===== config.mk =====
export PLATFORM = sky130hd
export DESIGN_NAME = itwc_top
export DESIGN_NICKNAME = d
export VERILOG_FILES = /design/src/design/itwc_pkg.sv /design/src/design/itwc_top.sv
export VERILOG_INCLUDE_DIRS = /design/src /design/src/design
export SDC_FILE = /design/constraint.sdc
export NUM_CORES = 1
export LEC_CHECK = 0
export ABC_CLOCK_PERIOD_IN_PS = 2600
export BUFFER_PORTS_ARGS = -buffer_cell sky130_fd_sc_hd__buf_2
export CORE_ASPECT_RATIO = 1.5
export CORE_MARGIN = 2
export CORE_UTILIZATION = 56
export CTS_BUF_LIST = sky130_fd_sc_hd__clkbuf_8
export DETAILED_ROUTE_END_ITERATION = 12
export PLACE_DENSITY = 0.83
export SLEW_MARGIN = 20
export SYNTH_ARGS = -nofsm -noshare
export SYNTH_HDL_FRONTEND = slang
export SYNTH_SLANG_ARGS = --single-unit

===== constraint.sdc =====
create_clock -name SYS_CLK -period 2.6 [get_ports SYS_CLK]
set_input_delay 0.13 -clock SYS_CLK [delete_from_list [all_inputs] [get_ports SYS_CLK]]
set_output_delay 0.13 -clock SYS_CLK [all_outputs]
set_load 0.1 [all_outputs]

===== src/design/itwc_params.svh =====
// Offsets, field positions, reset values and counts of the interval timer
// with watch clock. Assumes inclusion by bare name from the design files.
`ifndef ITWC_PARAMS_SVH
`define ITWC_PARAMS_SVH

// Register byte offsets on the register bus.
`define ITWC_OFS_MODE 8'h00
`define ITWC_OFS_CMP 8'h04
`define ITWC_OFS_WMODE 8'h08
`define ITWC_OFS_STAT 8'h0C
`define ITWC_OFS_MASK 8'h10
`define ITWC_OFS_COUNT 8'h14

// Interval mode control fields.
`define ITWC_MODE_RUN_BIT 4
`define ITWC_MODE_DIS_BIT 2
`define ITWC_MODE_SEL_HI 1
`define ITWC_MODE_SEL_LO 0
`define ITWC_MODE_WMASK 8'h17
`define ITWC_MODE_RESET 8'h00
`define ITWC_CMP_RESET 8'h00
`define ITWC_CNT_RELOAD 8'h01
`define ITWC_CMP_ONCE 8'h01

// Watch mode control fields.
`define ITWC_WMODE_EN_BIT 0
`define ITWC_WMODE_RUN_BIT 1
`define ITWC_WMODE_PER_LO 2
`define ITWC_WMODE_PER_HI 3
`define ITWC_WMODE_IVL_LO 4
`define ITWC_WMODE_IVL_HI 6
`define ITWC_WMODE_SRC_BIT 7
`define ITWC_WMODE_RESET 8'h00

// Watch counting figures.
`define ITWC_WCNT_SLOW_TAP 4'h9
`define ITWC_WIVL_BASE_TAP 4'h4

// Interrupt status and mask bits.
`define ITWC_IRQ_W 3
`define ITWC_IRQ_MATCH 0
`define ITWC_IRQ_WPER 1
`define ITWC_IRQ_WIVL 2
`define ITWC_IRQ_RESET 3'h0

`endif


===== src/design/itwc_pkg.sv =====
// Types shared by the interval timer with watch clock.
// Assumes the params header carries every numeric constant.
package itwc_pkg;

  typedef enum logic [1:0] {
    ITWC_RESP_OKAY,
    ITWC_RESP_EXOKAY,
    ITWC_RESP_SLVERR,
    ITWC_RESP_DECERR
  } itwc_resp_t;

  typedef logic [7:0] itwc_byte_t;

endpackage : itwc_pkg


===== src/design/itwc_top.sv =====
// Interval timer with a generated watch clock and a watch timer, reached
// over AXI4-Lite. Assumes SYS_CLK at 100 MHz, synchronous RESETN and a
// free-running low-frequency subclock on SUBCLK from outside the domain.
//
// Design decisions made here: the register offsets and register access over AXI4-Lite.
`timescale 1ns/100ps
`default_nettype none
`include "itwc_params.svh"

// Behaviour
// - A three-stage prescaler gives main clock over two, four and eight.
// - Select field 00/01/10/11 picks main clock, half, quarter, eighth.
// - With run-enable clear the interval counter stops and holds 01H.
// - Setting run-enable starts counting pulses of the chosen clock.
// - Counter equal to compare raises interrupt, reloads 01H, keeps on.
// - Compare value 00H acts as a count of 256.
// - Compare value 01H raises the interval interrupt only once.
// - Watch clock supplied only when running and supply not disabled.
// - Watch clock is main clock over two to m plus one times N.
// - Mode register takes byte or bit writes; compare only whole bytes.
// - Reset clears mode and compare registers to 00H.
// - Watch working clock comes from generated clock or subclock.
// - Eleven-stage watch prescaler gives taps over 2^4 to 2^11.
// - Five-bit counter raises watch interrupt every 2^4,2^5,2^13,2^14.
// - Watch period and watch interval interrupts run independently.
// - Watch counts with enable and run set; both clear resets counters.
module itwc_top #(
  parameter int ADDR_W = 8
) (
  input wire logic SYS_CLK,
  input wire logic RESETN,
  input wire logic SUBCLK,
  input wire logic [ADDR_W-1:0] S_AXI_AWADDR,
  input wire logic S_AXI_AWVALID,
  output logic S_AXI_AWREADY,
  input wire logic [31:0] S_AXI_WDATA,
  input wire logic [3:0] S_AXI_WSTRB,
  input wire logic S_AXI_WVALID,
  output logic S_AXI_WREADY,
  output logic [1:0] S_AXI_BRESP,
  output logic S_AXI_BVALID,
  input wire logic S_AXI_BREADY,
  input wire logic [ADDR_W-1:0] S_AXI_ARADDR,
  input wire logic S_AXI_ARVALID,
  output logic S_AXI_ARREADY,
  output logic [31:0] S_AXI_RDATA,
  output logic [1:0] S_AXI_RRESP,
  output logic S_AXI_RVALID,
  input wire logic S_AXI_RREADY,
  output logic WATCH_CLK_OUT,
  output logic IRQ
);

  // True when the low n bits of v are all ones; n of zero is always true.
  function automatic logic low_ones(input logic [10:0] v,
                                    input logic [3:0] n);
    logic [10:0] m;
    m = (11'h001 << n) - 11'h001;
    return &(v | ~m);
  endfunction : low_ones

  // Decodes a word address onto one register offset.
  function automatic logic hits(input logic [ADDR_W-1:0] a,
                                input logic [7:0] ofs);
    return a[ADDR_W-1:2] == (ADDR_W-2)'(ofs[7:2]);
  endfunction : hits

  // Register file.
  itwc_pkg::itwc_byte_t mode_reg;
  itwc_pkg::itwc_byte_t cmp_reg;
  itwc_pkg::itwc_byte_t wmode_reg;
  logic [`ITWC_IRQ_W-1:0] stat_reg;
  logic [`ITWC_IRQ_W-1:0] mask_reg;

  // Bus slave state.
  logic aw_full_reg;
  logic [ADDR_W-1:0] awaddr_reg;
  logic w_full_reg;
  logic [7:0] wdata_reg;
  logic wlane0_reg;
  logic bvalid_reg;
  logic [1:0] bresp_reg;
  logic rvalid_reg;
  logic [31:0] rdata_reg;
  logic [1:0] rresp_reg;

  // Interval timer state.
  logic [2:0] presc_reg;
  logic [7:0] cnt_reg;
  logic once_reg;
  logic tog_reg;
  logic wclk_out_reg;

  // Watch timer state.
  logic sub_s1_reg;
  logic sub_s2_reg;
  logic sub_s3_reg;
  logic [10:0] wpresc_reg;
  logic [4:0] wcnt_reg;

  // Write decode.
  wire do_write = aw_full_reg && w_full_reg && !bvalid_reg;
  wire wr_byte = do_write && wlane0_reg;
  wire wr_mode = wr_byte && hits(awaddr_reg, `ITWC_OFS_MODE);
  wire wr_cmp = wr_byte && hits(awaddr_reg, `ITWC_OFS_CMP);
  wire wr_wmode = wr_byte && hits(awaddr_reg, `ITWC_OFS_WMODE);
  wire wr_stat = wr_byte && hits(awaddr_reg, `ITWC_OFS_STAT);
  wire wr_mask = wr_byte && hits(awaddr_reg, `ITWC_OFS_MASK);
  wire wr_mapped = hits(awaddr_reg, `ITWC_OFS_MODE)
                || hits(awaddr_reg, `ITWC_OFS_CMP)
                || hits(awaddr_reg, `ITWC_OFS_WMODE)
                || hits(awaddr_reg, `ITWC_OFS_STAT)
                || hits(awaddr_reg, `ITWC_OFS_MASK)
                || hits(awaddr_reg, `ITWC_OFS_COUNT);

  // Interval timer controls.
  wire run = mode_reg[`ITWC_MODE_RUN_BIT];
  wire supply_dis = mode_reg[`ITWC_MODE_DIS_BIT];
  wire [1:0] clk_sel = mode_reg[`ITWC_MODE_SEL_HI:`ITWC_MODE_SEL_LO];

  // A count pulse every 2^m main clocks, m being the select value.
  wire count_tick = run
    && low_ones({8'h00, presc_reg}, {2'b00, clk_sel});
  // Compare value 00H matches once the counter has wrapped past FFH.
  wire cmp_match = cnt_reg == cmp_reg;
  wire match_tick = count_tick && cmp_match;
  wire ev_match = match_tick && !once_reg;
  wire supply_on = run && !supply_dis;
  // Rising edge of the generated watch clock, one per two matches.
  wire brg_rise = supply_on && match_tick && !tog_reg;

  // Watch timer controls.
  wire w_en = wmode_reg[`ITWC_WMODE_EN_BIT];
  wire w_run = wmode_reg[`ITWC_WMODE_RUN_BIT];
  wire w_src_brg = wmode_reg[`ITWC_WMODE_SRC_BIT];
  wire [1:0] per_sel = wmode_reg[`ITWC_WMODE_PER_HI:`ITWC_WMODE_PER_LO];
  wire [2:0] ivl_sel = wmode_reg[`ITWC_WMODE_IVL_HI:`ITWC_WMODE_IVL_LO];

  wire sub_rise = sub_s2_reg && !sub_s3_reg;
  wire wtick = w_src_brg ? brg_rise : sub_rise;
  wire w_count = w_en && w_run;
  // The five-bit counter runs on the working clock or on it over 2^9.
  wire wcnt_tick = w_count && wtick
    && (per_sel[1] || low_ones(wpresc_reg, `ITWC_WCNT_SLOW_TAP));
  wire wcnt_wrap = per_sel[0] ? &wcnt_reg[3:0] : &wcnt_reg;
  wire ev_wper = wcnt_tick && wcnt_wrap;
  wire [3:0] ivl_tap = {1'b0, ivl_sel} + `ITWC_WIVL_BASE_TAP;
  wire ev_wivl = w_en && wtick
    && low_ones(wpresc_reg, ivl_tap);

  // Events set status; a set in the clearing cycle wins.
  wire [`ITWC_IRQ_W-1:0] events = {ev_wivl, ev_wper, ev_match};
  wire [`ITWC_IRQ_W-1:0] stat_clr = wr_stat
    ? wdata_reg[`ITWC_IRQ_W-1:0] : `ITWC_IRQ_RESET;
  wire [`ITWC_IRQ_W-1:0] stat_next = (stat_reg & ~stat_clr) | events;

  // Next values of the timer state.
  wire [2:0] presc_next = run ? presc_reg + 3'h1 : 3'h0;
  wire [7:0] cnt_next = !run ? `ITWC_CNT_RELOAD
    : match_tick ? `ITWC_CNT_RELOAD
    : count_tick ? cnt_reg + 8'h01 : cnt_reg;
  wire once_next = run
    && (once_reg || (ev_match && cmp_reg == `ITWC_CMP_ONCE));
  wire tog_next = run && (tog_reg ^ match_tick);
  wire [10:0] wpresc_next = !w_en ? 11'h000
    : wtick ? wpresc_reg + 11'h001 : wpresc_reg;
  wire [4:0] wcnt_next = !w_count ? 5'h00
    : wcnt_tick ? wcnt_reg + 5'h01 : wcnt_reg;

  // Read decode.
  wire rd_take = S_AXI_ARVALID && !rvalid_reg;
  wire [ADDR_W-1:0] ra = S_AXI_ARADDR;
  wire [31:0] count_view = {11'h000, wclk_out_reg, 3'h0, wcnt_reg,
                            4'h0, cnt_reg};
  wire [31:0] rd_data =
      hits(ra, `ITWC_OFS_MODE) ? {24'h000000, mode_reg}
    : hits(ra, `ITWC_OFS_CMP) ? {24'h000000, cmp_reg}
    : hits(ra, `ITWC_OFS_WMODE) ? {24'h000000, wmode_reg}
    : hits(ra, `ITWC_OFS_STAT) ? {29'h00000000, stat_reg}
    : hits(ra, `ITWC_OFS_MASK) ? {29'h00000000, mask_reg}
    : hits(ra, `ITWC_OFS_COUNT) ? count_view
    : 32'h00000000;
  wire rd_mapped = hits(ra, `ITWC_OFS_MODE) || hits(ra, `ITWC_OFS_CMP)
    || hits(ra, `ITWC_OFS_WMODE) || hits(ra, `ITWC_OFS_STAT)
    || hits(ra, `ITWC_OFS_MASK) || hits(ra, `ITWC_OFS_COUNT);

  assign S_AXI_AWREADY = !aw_full_reg && !bvalid_reg;
  assign S_AXI_WREADY = !w_full_reg && !bvalid_reg;
  assign S_AXI_BVALID = bvalid_reg;
  assign S_AXI_BRESP = bresp_reg;
  assign S_AXI_ARREADY = !rvalid_reg;
  assign S_AXI_RVALID = rvalid_reg;
  assign S_AXI_RDATA = rdata_reg;
  assign S_AXI_RRESP = rresp_reg;
  assign WATCH_CLK_OUT = wclk_out_reg;
  assign IRQ = |(stat_reg & mask_reg);

  // Registers take byte lane 0 only; a bit write arrives as a byte write
  // carrying the other bits unchanged, so both forms land alike.
  always_ff @(posedge SYS_CLK) begin
    if (!RESETN) begin
      mode_reg <= `ITWC_MODE_RESET;
      cmp_reg <= `ITWC_CMP_RESET;
      wmode_reg <= `ITWC_WMODE_RESET;
      mask_reg <= `ITWC_IRQ_RESET;
      stat_reg <= `ITWC_IRQ_RESET;
    end else begin
      if (wr_mode) begin
        mode_reg <= wdata_reg & `ITWC_MODE_WMASK;
      end
      if (wr_cmp) begin
        cmp_reg <= wdata_reg;
      end
      if (wr_wmode) begin
        wmode_reg <= wdata_reg;
      end
      if (wr_mask) begin
        mask_reg <= wdata_reg[`ITWC_IRQ_W-1:0];
      end
      stat_reg <= stat_next;
    end
  end

  // Write channels are taken in either order and joined here.
  always_ff @(posedge SYS_CLK) begin
    if (!RESETN) begin
      aw_full_reg <= 1'b0;
      awaddr_reg <= '0;
      w_full_reg <= 1'b0;
      wdata_reg <= 8'h00;
      wlane0_reg <= 1'b0;
      bvalid_reg <= 1'b0;
      bresp_reg <= 2'h0;
    end else begin
      if (S_AXI_AWVALID && S_AXI_AWREADY) begin
        aw_full_reg <= 1'b1;
        awaddr_reg <= S_AXI_AWADDR;
      end else if (do_write) begin
        aw_full_reg <= 1'b0;
      end
      if (S_AXI_WVALID && S_AXI_WREADY) begin
        w_full_reg <= 1'b1;
        wdata_reg <= S_AXI_WDATA[7:0];
        wlane0_reg <= S_AXI_WSTRB[0];
      end else if (do_write) begin
        w_full_reg <= 1'b0;
      end
      if (do_write) begin
        bvalid_reg <= 1'b1;
        bresp_reg <= wr_mapped ? itwc_pkg::ITWC_RESP_OKAY
                               : itwc_pkg::ITWC_RESP_SLVERR;
      end else if (S_AXI_BREADY) begin
        bvalid_reg <= 1'b0;
      end
    end
  end

  always_ff @(posedge SYS_CLK) begin
    if (!RESETN) begin
      rvalid_reg <= 1'b0;
      rdata_reg <= 32'h00000000;
      rresp_reg <= 2'h0;
    end else if (rd_take) begin
      rvalid_reg <= 1'b1;
      rdata_reg <= rd_data;
      rresp_reg <= rd_mapped ? itwc_pkg::ITWC_RESP_OKAY
                             : itwc_pkg::ITWC_RESP_SLVERR;
    end else if (S_AXI_RREADY) begin
      rvalid_reg <= 1'b0;
    end
  end

  // Interval timer.
  always_ff @(posedge SYS_CLK) begin
    if (!RESETN) begin
      presc_reg <= 3'h0;
      cnt_reg <= `ITWC_CNT_RELOAD;
      once_reg <= 1'b0;
      tog_reg <= 1'b0;
      wclk_out_reg <= 1'b0;
    end else begin
      presc_reg <= presc_next;
      cnt_reg <= cnt_next;
      once_reg <= once_next;
      tog_reg <= tog_next;
      wclk_out_reg <= supply_on && tog_next;
    end
  end

  // The subclock is foreign to SYS_CLK; only its rise is used, and only
  // the second and third stages feed the edge detector.
  always_ff @(posedge SYS_CLK) begin
    if (!RESETN) begin
      sub_s1_reg <= 1'b0;
      sub_s2_reg <= 1'b0;
      sub_s3_reg <= 1'b0;
    end else begin
      sub_s1_reg <= SUBCLK;
      sub_s2_reg <= sub_s1_reg;
      sub_s3_reg <= sub_s2_reg;
    end
  end

  // Watch timer.
  always_ff @(posedge SYS_CLK) begin
    if (!RESETN) begin
      wpresc_reg <= 11'h000;
      wcnt_reg <= 5'h00;
    end else begin
      wpresc_reg <= wpresc_next;
      wcnt_reg <= wcnt_next;
    end
  end

endmodule : itwc_top
`default_nettype wire


# == After elaboration in Yosys (flattened, before gate mapping) ==
# Index checks and enable logic that the tools add are counted.
# word_totals
output_inout_bits,43
in_bits,60
mem_bits_ro,0
latchBits,0
word_cells,141
ff_bits,116
memories,0
mem_bits_rw,0
# op_classes
n_addsub,7
order_cmp,0
mul,0
div,0
muxes,18
eq_ne,12
shifts,2
n_reduce_logical,66
n_bitwise,11
# op_table
cell,count
21-bit two-way mux,6
1-bit logical AND,30
"6-bit by 2-bit == test with 1-bit output, second input constant",4
"6-bit by 3-bit == test with 1-bit output, second input constant",4
11-bit NOT,2
11-bit AND reduction,2
"11-bit by 1-bit subtractor with 11-bit output, second input constant",2
"6-bit by 1-bit == test with 1-bit output, second input constant",2
6-bit logical NOT,2
1-bit logical OR,12
"11-bit by 1-bit adder with 11-bit output, second input constant",1
11-bit OR,1
3-bit by 11-bit OR with 11-bit output,1
"1-bit by 2-bit left shift with 11-bit output, first input constant",1
"1-bit by 4-bit left shift with 11-bit output, first input constant",1
1-bit two-way mux,9
9-bit AND reduction,1
"8-bit by 1-bit adder with 8-bit output, second input constant",1
"8-bit by 1-bit == test with 1-bit output, second input constant",1
8-bit == test,1
1-bit logical NOT,8
2-bit nonzero test,4
3-bit bitwise AND,2
2-bit AND reduction,3
other kinds (12),15

# == Depth between registers and ports, before layout ==
# logic_depth
depth_word,14
ltp_mapped,9

# == Worst setup path after synthesis ==
# No wires, ideal clock.
# synth_timing
path_type,flip-flop to flip-flop
startpoint,register bvalid_reg (netlist: S_AXI_BVALID)
endpoint,register awaddr_reg[2]
arrival_time_ps,2942
stages_incl_launch_ff,6
synth_period_minus_slack_ps,3058
t_required_ps,2484
path_slack_ps,-458
path_buffers,1
cell_sequence,dfxtp_1 -> nor2_1 -> and2_1 -> clkbuf_1 -> mux2i_1 -> nor2b_1
# synth_via
elab_chain_cells,3
# synth_lines
item,line,rtl
start: declaration,itwc_top.sv:81,logic bvalid_reg;
start signal: assignment,itwc_top.sv:232,bvalid_reg <= 1'b0;
start signal: assignment,itwc_top.sv:249,bvalid_reg <= 1'b1;
start signal: assignment,itwc_top.sv:253,bvalid_reg <= 1'b0;
1-bit logical NOT,itwc_top.sv:187,assign S_AXI_AWREADY = !aw_full_reg && !bvalid_reg;
1-bit logical AND,itwc_top.sv:187,
via S_AXI_AWREADY,itwc_top.sv:35,"output logic S_AXI_AWREADY,"
1-bit logical AND,itwc_top.sv:235,if (S_AXI_AWVALID && S_AXI_AWREADY) begin
end signal: assignment,itwc_top.sv:228,awaddr_reg <= '0;
end signal: assignment,itwc_top.sv:237,awaddr_reg <= S_AXI_AWADDR;
end: declaration,itwc_top.sv:77,logic [ADDR_W-1:0] awaddr_reg;
# The timed path passes the listed nets, and every way through them passes these cells.
# A chain may end at the register's enable or synchronous reset.

# == Worst setup path after layout ==
# layout_timing
startpoint,register cnt_reg[3]
endpoint,register wpresc_reg[5]
# layout_via
elab_chain_cells,5
# layout_lines
item,line,rtl
start: declaration,itwc_top.sv:89,logic [7:0] cnt_reg;
start signal: assignment,itwc_top.sv:277,cnt_reg <= `ITWC_CNT_RELOAD;
start signal: assignment,itwc_top.sv:283,cnt_reg <= cnt_next;
8-bit == test,itwc_top.sv:125,wire cmp_match = cnt_reg == cmp_reg;
1-bit logical AND,itwc_top.sv:126,wire match_tick = count_tick && cmp_match;
1-bit logical AND (2 in series),itwc_top.sv:130,wire brg_rise = supply_on && match_tick && !tog_reg;
1-bit two-way mux,itwc_top.sv:140,wire wtick = w_src_brg ? brg_rise : sub_rise;
end signal: assignment,itwc_top.sv:310,wpresc_reg <= wpresc_next;
end: declaration,itwc_top.sv:98,logic [10:0] wpresc_reg;
# Every way passes these cells.

==> impl_metrics.prom <==
# TYPE chip_impl_metric gauge
chip_impl_metric{name="peakVddDrop",unit="V"} 0.0003265
chip_impl_metric{name="flow.area_growth_from_synthesis",unit="%"} 9.485
chip_impl_metric{name="final.setup.worst_slack",unit="ns"} 0.3634
chip_impl_metric{name="finalCritPeriodShare",unit="%"} 86.02
chip_impl_metric{name="fin_worst_skew",unit="ns"} 0.008925
chip_impl_metric{name="avgSynthCellArea",unit="um2"} 8.964
chip_impl_metric{name="first_pass_iters",unit=""} 5
chip_impl_metric{name="nNetsFinal",unit=""} 605
chip_impl_metric{name="count_of_pins_over_their_slew_limit",unit=""} 0
chip_impl_metric{name="adder_cell_area_share_of_the_yosys_netlist",unit="%"} 1.982
chip_impl_info{name="cts_tree",value="done"} 1
chip_impl_metric{name="drive_above_1_share",unit="%"} 14.39
chip_impl_metric{name="synth.lib_cells_used.distinct",unit=""} 55
chip_impl_info{name="synth_area_leaders",value="sky130_fd_sc_hd__dfxtp_1, sky130_fd_sc_hd__mux2i_1, sky130_fd_sc_hd__nand2_1, sky130_fd_sc_hd__nor2b_1, sky130_fd_sc_hd__nor2_1"} 1
chip_impl_metric{name="min_period",unit="ns"} 2.237
chip_impl_metric{name="layout.filler_cells",unit=""} 654
chip_impl_metric{name="wire_length_of_the_first_global_routing_pass",unit="um"} 16370
chip_impl_metric{name="io-pin-count",unit=""} 103
chip_impl_metric{name="clock_tree.htree_level_count",unit=""} 3
chip_impl_metric{name="die_area",unit="mm2"} 0.008633
chip_impl_metric{name="grt_antenna_before_repair",unit=""} 0
chip_impl_metric{name="synth_compound_area_share",unit="%"} 14.30
chip_impl_metric{name="synthSimpleGateAreaFrac",unit="%"} 23.41
chip_impl_metric{name="largest_reg_flops",unit=""} 14
chip_impl_metric{name="grt_start_max_net_pins",unit=""} 38
chip_impl_metric{name="postSynthCellCount",unit=""} 493
chip_impl_metric{name="portion_of_netlist_area_occupied_by_mux_cells",unit="%"} 6.370
chip_impl_metric{name="setup_tns",unit="ns"} 0
chip_impl_metric{name="maxClockFrequency",unit="MHz"} 447.1
chip_impl_metric{name="viasPerCell",unit=""} 5.585
chip_impl_metric{name="first_iter_violations",unit=""} 233
chip_impl_metric{name="routabilityCongestion",unit=""} 0.9770
chip_impl_info{name="synth_commonest_cells",value="sky130_fd_sc_hd__dfxtp_1, sky130_fd_sc_hd__nand2_1, sky130_fd_sc_hd__nor2_1"} 1
chip_impl_info{name="worstSetupEndpointType",value="flip-flop"} 1
chip_impl_metric{name="die_height",unit="um"} 112.8
chip_impl_metric{name="clk_latency",unit="ns"} 0.37
chip_impl_info{name="dominant_combinational_cell_family_by_area_after_synthesis",value="simple AND/OR/NAND/NOR gates"} 1
chip_impl_metric{name="die_x",unit="um"} 76.53
chip_impl_metric{name="timing.reg2reg.setup_slack",unit="ns"} 0.36
chip_impl_metric{name="ctsHoldBuffers",unit=""} 2
chip_impl_info{name="synthFlopType",value="sky130_fd_sc_hd__dfxtp_1"} 1
chip_impl_metric{name="detail_route.drc_violations",unit=""} 0
chip_impl_metric{name="detail-route-antenna-nets",unit=""} 0
chip_impl_metric{name="grt_remaining_overflow",unit=""} 0
chip_impl_metric{name="pwr_density_cell",unit="mW/mm2"} 568.5
chip_impl_info{name="regToRegEndpoint",value="wpresc_reg[5]$_SDFFE_PN0N_"} 1
chip_impl_metric{name="worstPathMaxFanout",unit=""} 12
chip_impl_info{name="clockRootBuffer",value="sky130_fd_sc_hd__clkbuf_8"} 1
chip_impl_info{name="outcome",value="finished clean"} 1
chip_impl_info{name="unrepaired_setup_endpoints_after_global_routing",value="false"} 1
chip_impl_metric{name="synth_enable_flop_cells",unit=""} 0
chip_impl_metric{name="yosys.area.top_type_share",unit="%"} 42.58
chip_impl_info{name="leading_cell_type_by_number_of_instances_after_synthesis",value="sky130_fd_sc_hd__dfxtp_1"} 1
chip_impl_metric{name="final_hold_violating_endpoints",unit=""} 0
chip_impl_metric{name="r2r_worst_path_depth",unit=""} 6
chip_impl_metric{name="multiInputGateArea",unit="mm2"} 0.002340
chip_impl_info{name="critical_path.reg2reg.startpoint",value="cnt_reg[3]$_SDFFE_PP0P_"} 1
chip_impl_metric{name="postSynthRegisterBits",unit=""} 94
chip_impl_metric{name="post_drt_wl_per_cell",unit="um"} 14.90
chip_impl_metric{name="grt_pass1_vias",unit=""} 3478
chip_impl_metric{name="worst-slew-pin-transition",unit="ns"} 0.5992
chip_impl_metric{name="antenna_cells",unit=""} 0
chip_impl_info{name="crit_type",value="reg2reg"} 1
chip_impl_metric{name="clk_pin_slew_worst_paths",unit="ns"} 0.09
chip_impl_metric{name="crit_required",unit="ns"} 2.89
chip_impl_info{name="endpoint",value="wpresc_reg[5]$_SDFFE_PN0N_"} 1
chip_impl_metric{name="cap_violations",unit=""} 0
chip_impl_info{name="worst_setup_path_startpoint",value="cnt_reg[3]$_SDFFE_PP0P_"} 1
chip_impl_metric{name="cts_num_sinks",unit=""} 94
chip_impl_metric{name="cell_area_after_synthesis",unit="mm2"} 0.004419
chip_impl_metric{name="synth_xor_xnor_area_share",unit="%"} 5.068
chip_impl_metric{name="floorplan.rows",unit=""} 39
chip_impl_metric{name="final-setup-viol-count",unit=""} 0
chip_impl_metric{name="post_cts_resize_count",unit=""} 0
chip_impl_metric{name="placement.setup.worst_slack",unit="ns"} 0.4240
chip_impl_metric{name="portBuffers",unit=""} 51
chip_impl_metric{name="synth-warning-count",unit=""} 0
chip_impl_metric{name="dr_vias",unit=""} 3597
chip_impl_metric{name="grtUsageTotal",unit="%"} 23.72
chip_impl_metric{name="post_cts.repair.setup_buffers",unit=""} 0
chip_impl_metric{name="initial_utilization",unit="%"} 57.68
chip_impl_metric{name="hpwl",unit="um"} 7160
chip_impl_metric{name="core_area",unit="mm2"} 0.007661
chip_impl_metric{name="timing.slew.headroom",unit="%"} 59.75
chip_impl_info{name="synth_largest_area_cell",value="sky130_fd_sc_hd__dfxtp_1"} 1
chip_impl_metric{name="postSynth.asyncResetShare",unit="%"} 0
chip_impl_info{name="critical_path.startpoint_type",value="flip-flop"} 1
chip_impl_metric{name="layout.area.seq",unit="mm2"} 0.001883
chip_impl_metric{name="detail_route.wirelength",unit="um"} 9597
chip_impl_metric{name="cts_made_buffers",unit=""} 9
chip_impl_metric{name="ys_seq_area_share",unit="%"} 42.58
chip_impl_metric{name="cellLeakagePower",unit="uW"} 0.001872
chip_impl_metric{name="clock_path_buffers",unit=""} 2
chip_impl_metric{name="critPathArrivalTime",unit="ns"} 2.53
chip_impl_info{name="timing.hold.worst.class",value="in2reg"} 1
-- cells in the final DEF, fill, tap and decap left out, types with 8 or more instances in the layout --
master                     count
sky130_fd_sc_hd__nand4_1       9
sky130_fd_sc_hd__nor2_1       41
sky130_fd_sc_hd__a21boi_0     20
sky130_fd_sc_hd__and3_1        8
sky130_fd_sc_hd__a21oi_1      12
sky130_fd_sc_hd__dfxtp_1      93
sky130_fd_sc_hd__mux2i_1      27
sky130_fd_sc_hd__buf_2        51
sky130_fd_sc_hd__clkbuf_8     11
sky130_fd_sc_hd__inv_1        11
sky130_fd_sc_hd__a22oi_1       8
sky130_fd_sc_hd__nand3_1      11
sky130_fd_sc_hd__and2_1       12
sky130_fd_sc_hd__o21ai_0      15
sky130_fd_sc_hd__xor2_1       10
sky130_fd_sc_hd__nand2_1      58
sky130_fd_sc_hd__xnor2_1      10
sky130_fd_sc_hd__conb_1       20
sky130_fd_sc_hd__nor2b_1      28
-- worst min path at each step --
| stage | from | end | slack (ns) | cells after the start |
|---|---|---|---|---|
| final | S_AXI_WDATA[2] | wdata_reg[2]$_SDFFE_PN0P_ | 0.02 | 3 |
| after global routing | S_AXI_WDATA[4] | wdata_reg[4]$_SDFFE_PN0P_ | 0.02 | 3 |
| after CTS | S_AXI_WDATA[2] | wdata_reg[2]$_SDFFE_PN0P_ | 0.003 | 3 |
| after detailed placement | SUBCLK | sub_s1_reg$_SDFF_PN0_ | 0.34 | 2 |
| after global placement | SUBCLK | sub_s1_reg$_SDFF_PN0_ | 0.34 | 2 |
| after floorplan | SUBCLK | sub_s1_reg$_SDFF_PN0_ | 0.26 | 1 |
-- cell families after synthesis --
family	count (synthesis)
muxes	28
AOI/OAI and AO/OA	90
DFF	94
and+or+nand+nor	202
other	1
xor gates and xnor gates	23
buffers and inverters	48
adders and majority gates	7
-- final cells by class --
cell class                 count  share of cell area, %
multi-input combinational    370                  48.36
sequential                    94                  38.92
timing repair buffer          55                  5.999
clock buffer                  11                  3.129
tap                          102                  2.638
inverter                       8                 0.6206
clock inverter                 4                 0.3362
-- critical path, stage by stage (launching register included) --
cell and delay, ns:
sky130_fd_sc_hd__dfxtp_1 0.50, sky130_fd_sc_hd__xnor2_1 0.16, sky130_fd_sc_hd__nand4_1 0.17, sky130_fd_sc_hd__nor4_4 0.56, sky130_fd_sc_hd__nor2_2 0.21, sky130_fd_sc_hd__or3_1 0.40
sky130_fd_sc_hd__a21oi_1 0.16
-- where the power goes --
| part | internal, uW | switching, uW | leakage, uW |
|---|---|---|---|
| combinational | 77.9 | 311 | 0.00101 |
| sequential | 1470 | 27.3 | 0.000762 |
| clock | 384 | 483 | 0.0000990 |
-- per-stage QoR --
stage	cells	area (um2)	hold slack [ns]	util [%]	total power (uW)
after floorplan	512	4497	0.2573	-	1880
after global routing	644	4838	0.01516	63.16	2844
after CTS	644	4838	0.002910	63.16	2762
after global placement	627	4651	0.3350	60.71	1908
final	644	4838	0.01516	63.16	2751
after detailed placement	627	4651	0.3402	60.71	1915
-- metal layers --
metal / part of all wire (%) / vias to the layer above / track usage [%]
met4: 4.6 / 0 / 14.06
met2: 51 / 120 / 42.06
met1: 40 / 1693 / 26.59
li1: - / 1753 / -
met3: 4.7 / 31 / 3.987
met5: 0 / - / 0
Power figures use the tool's default switching activity.
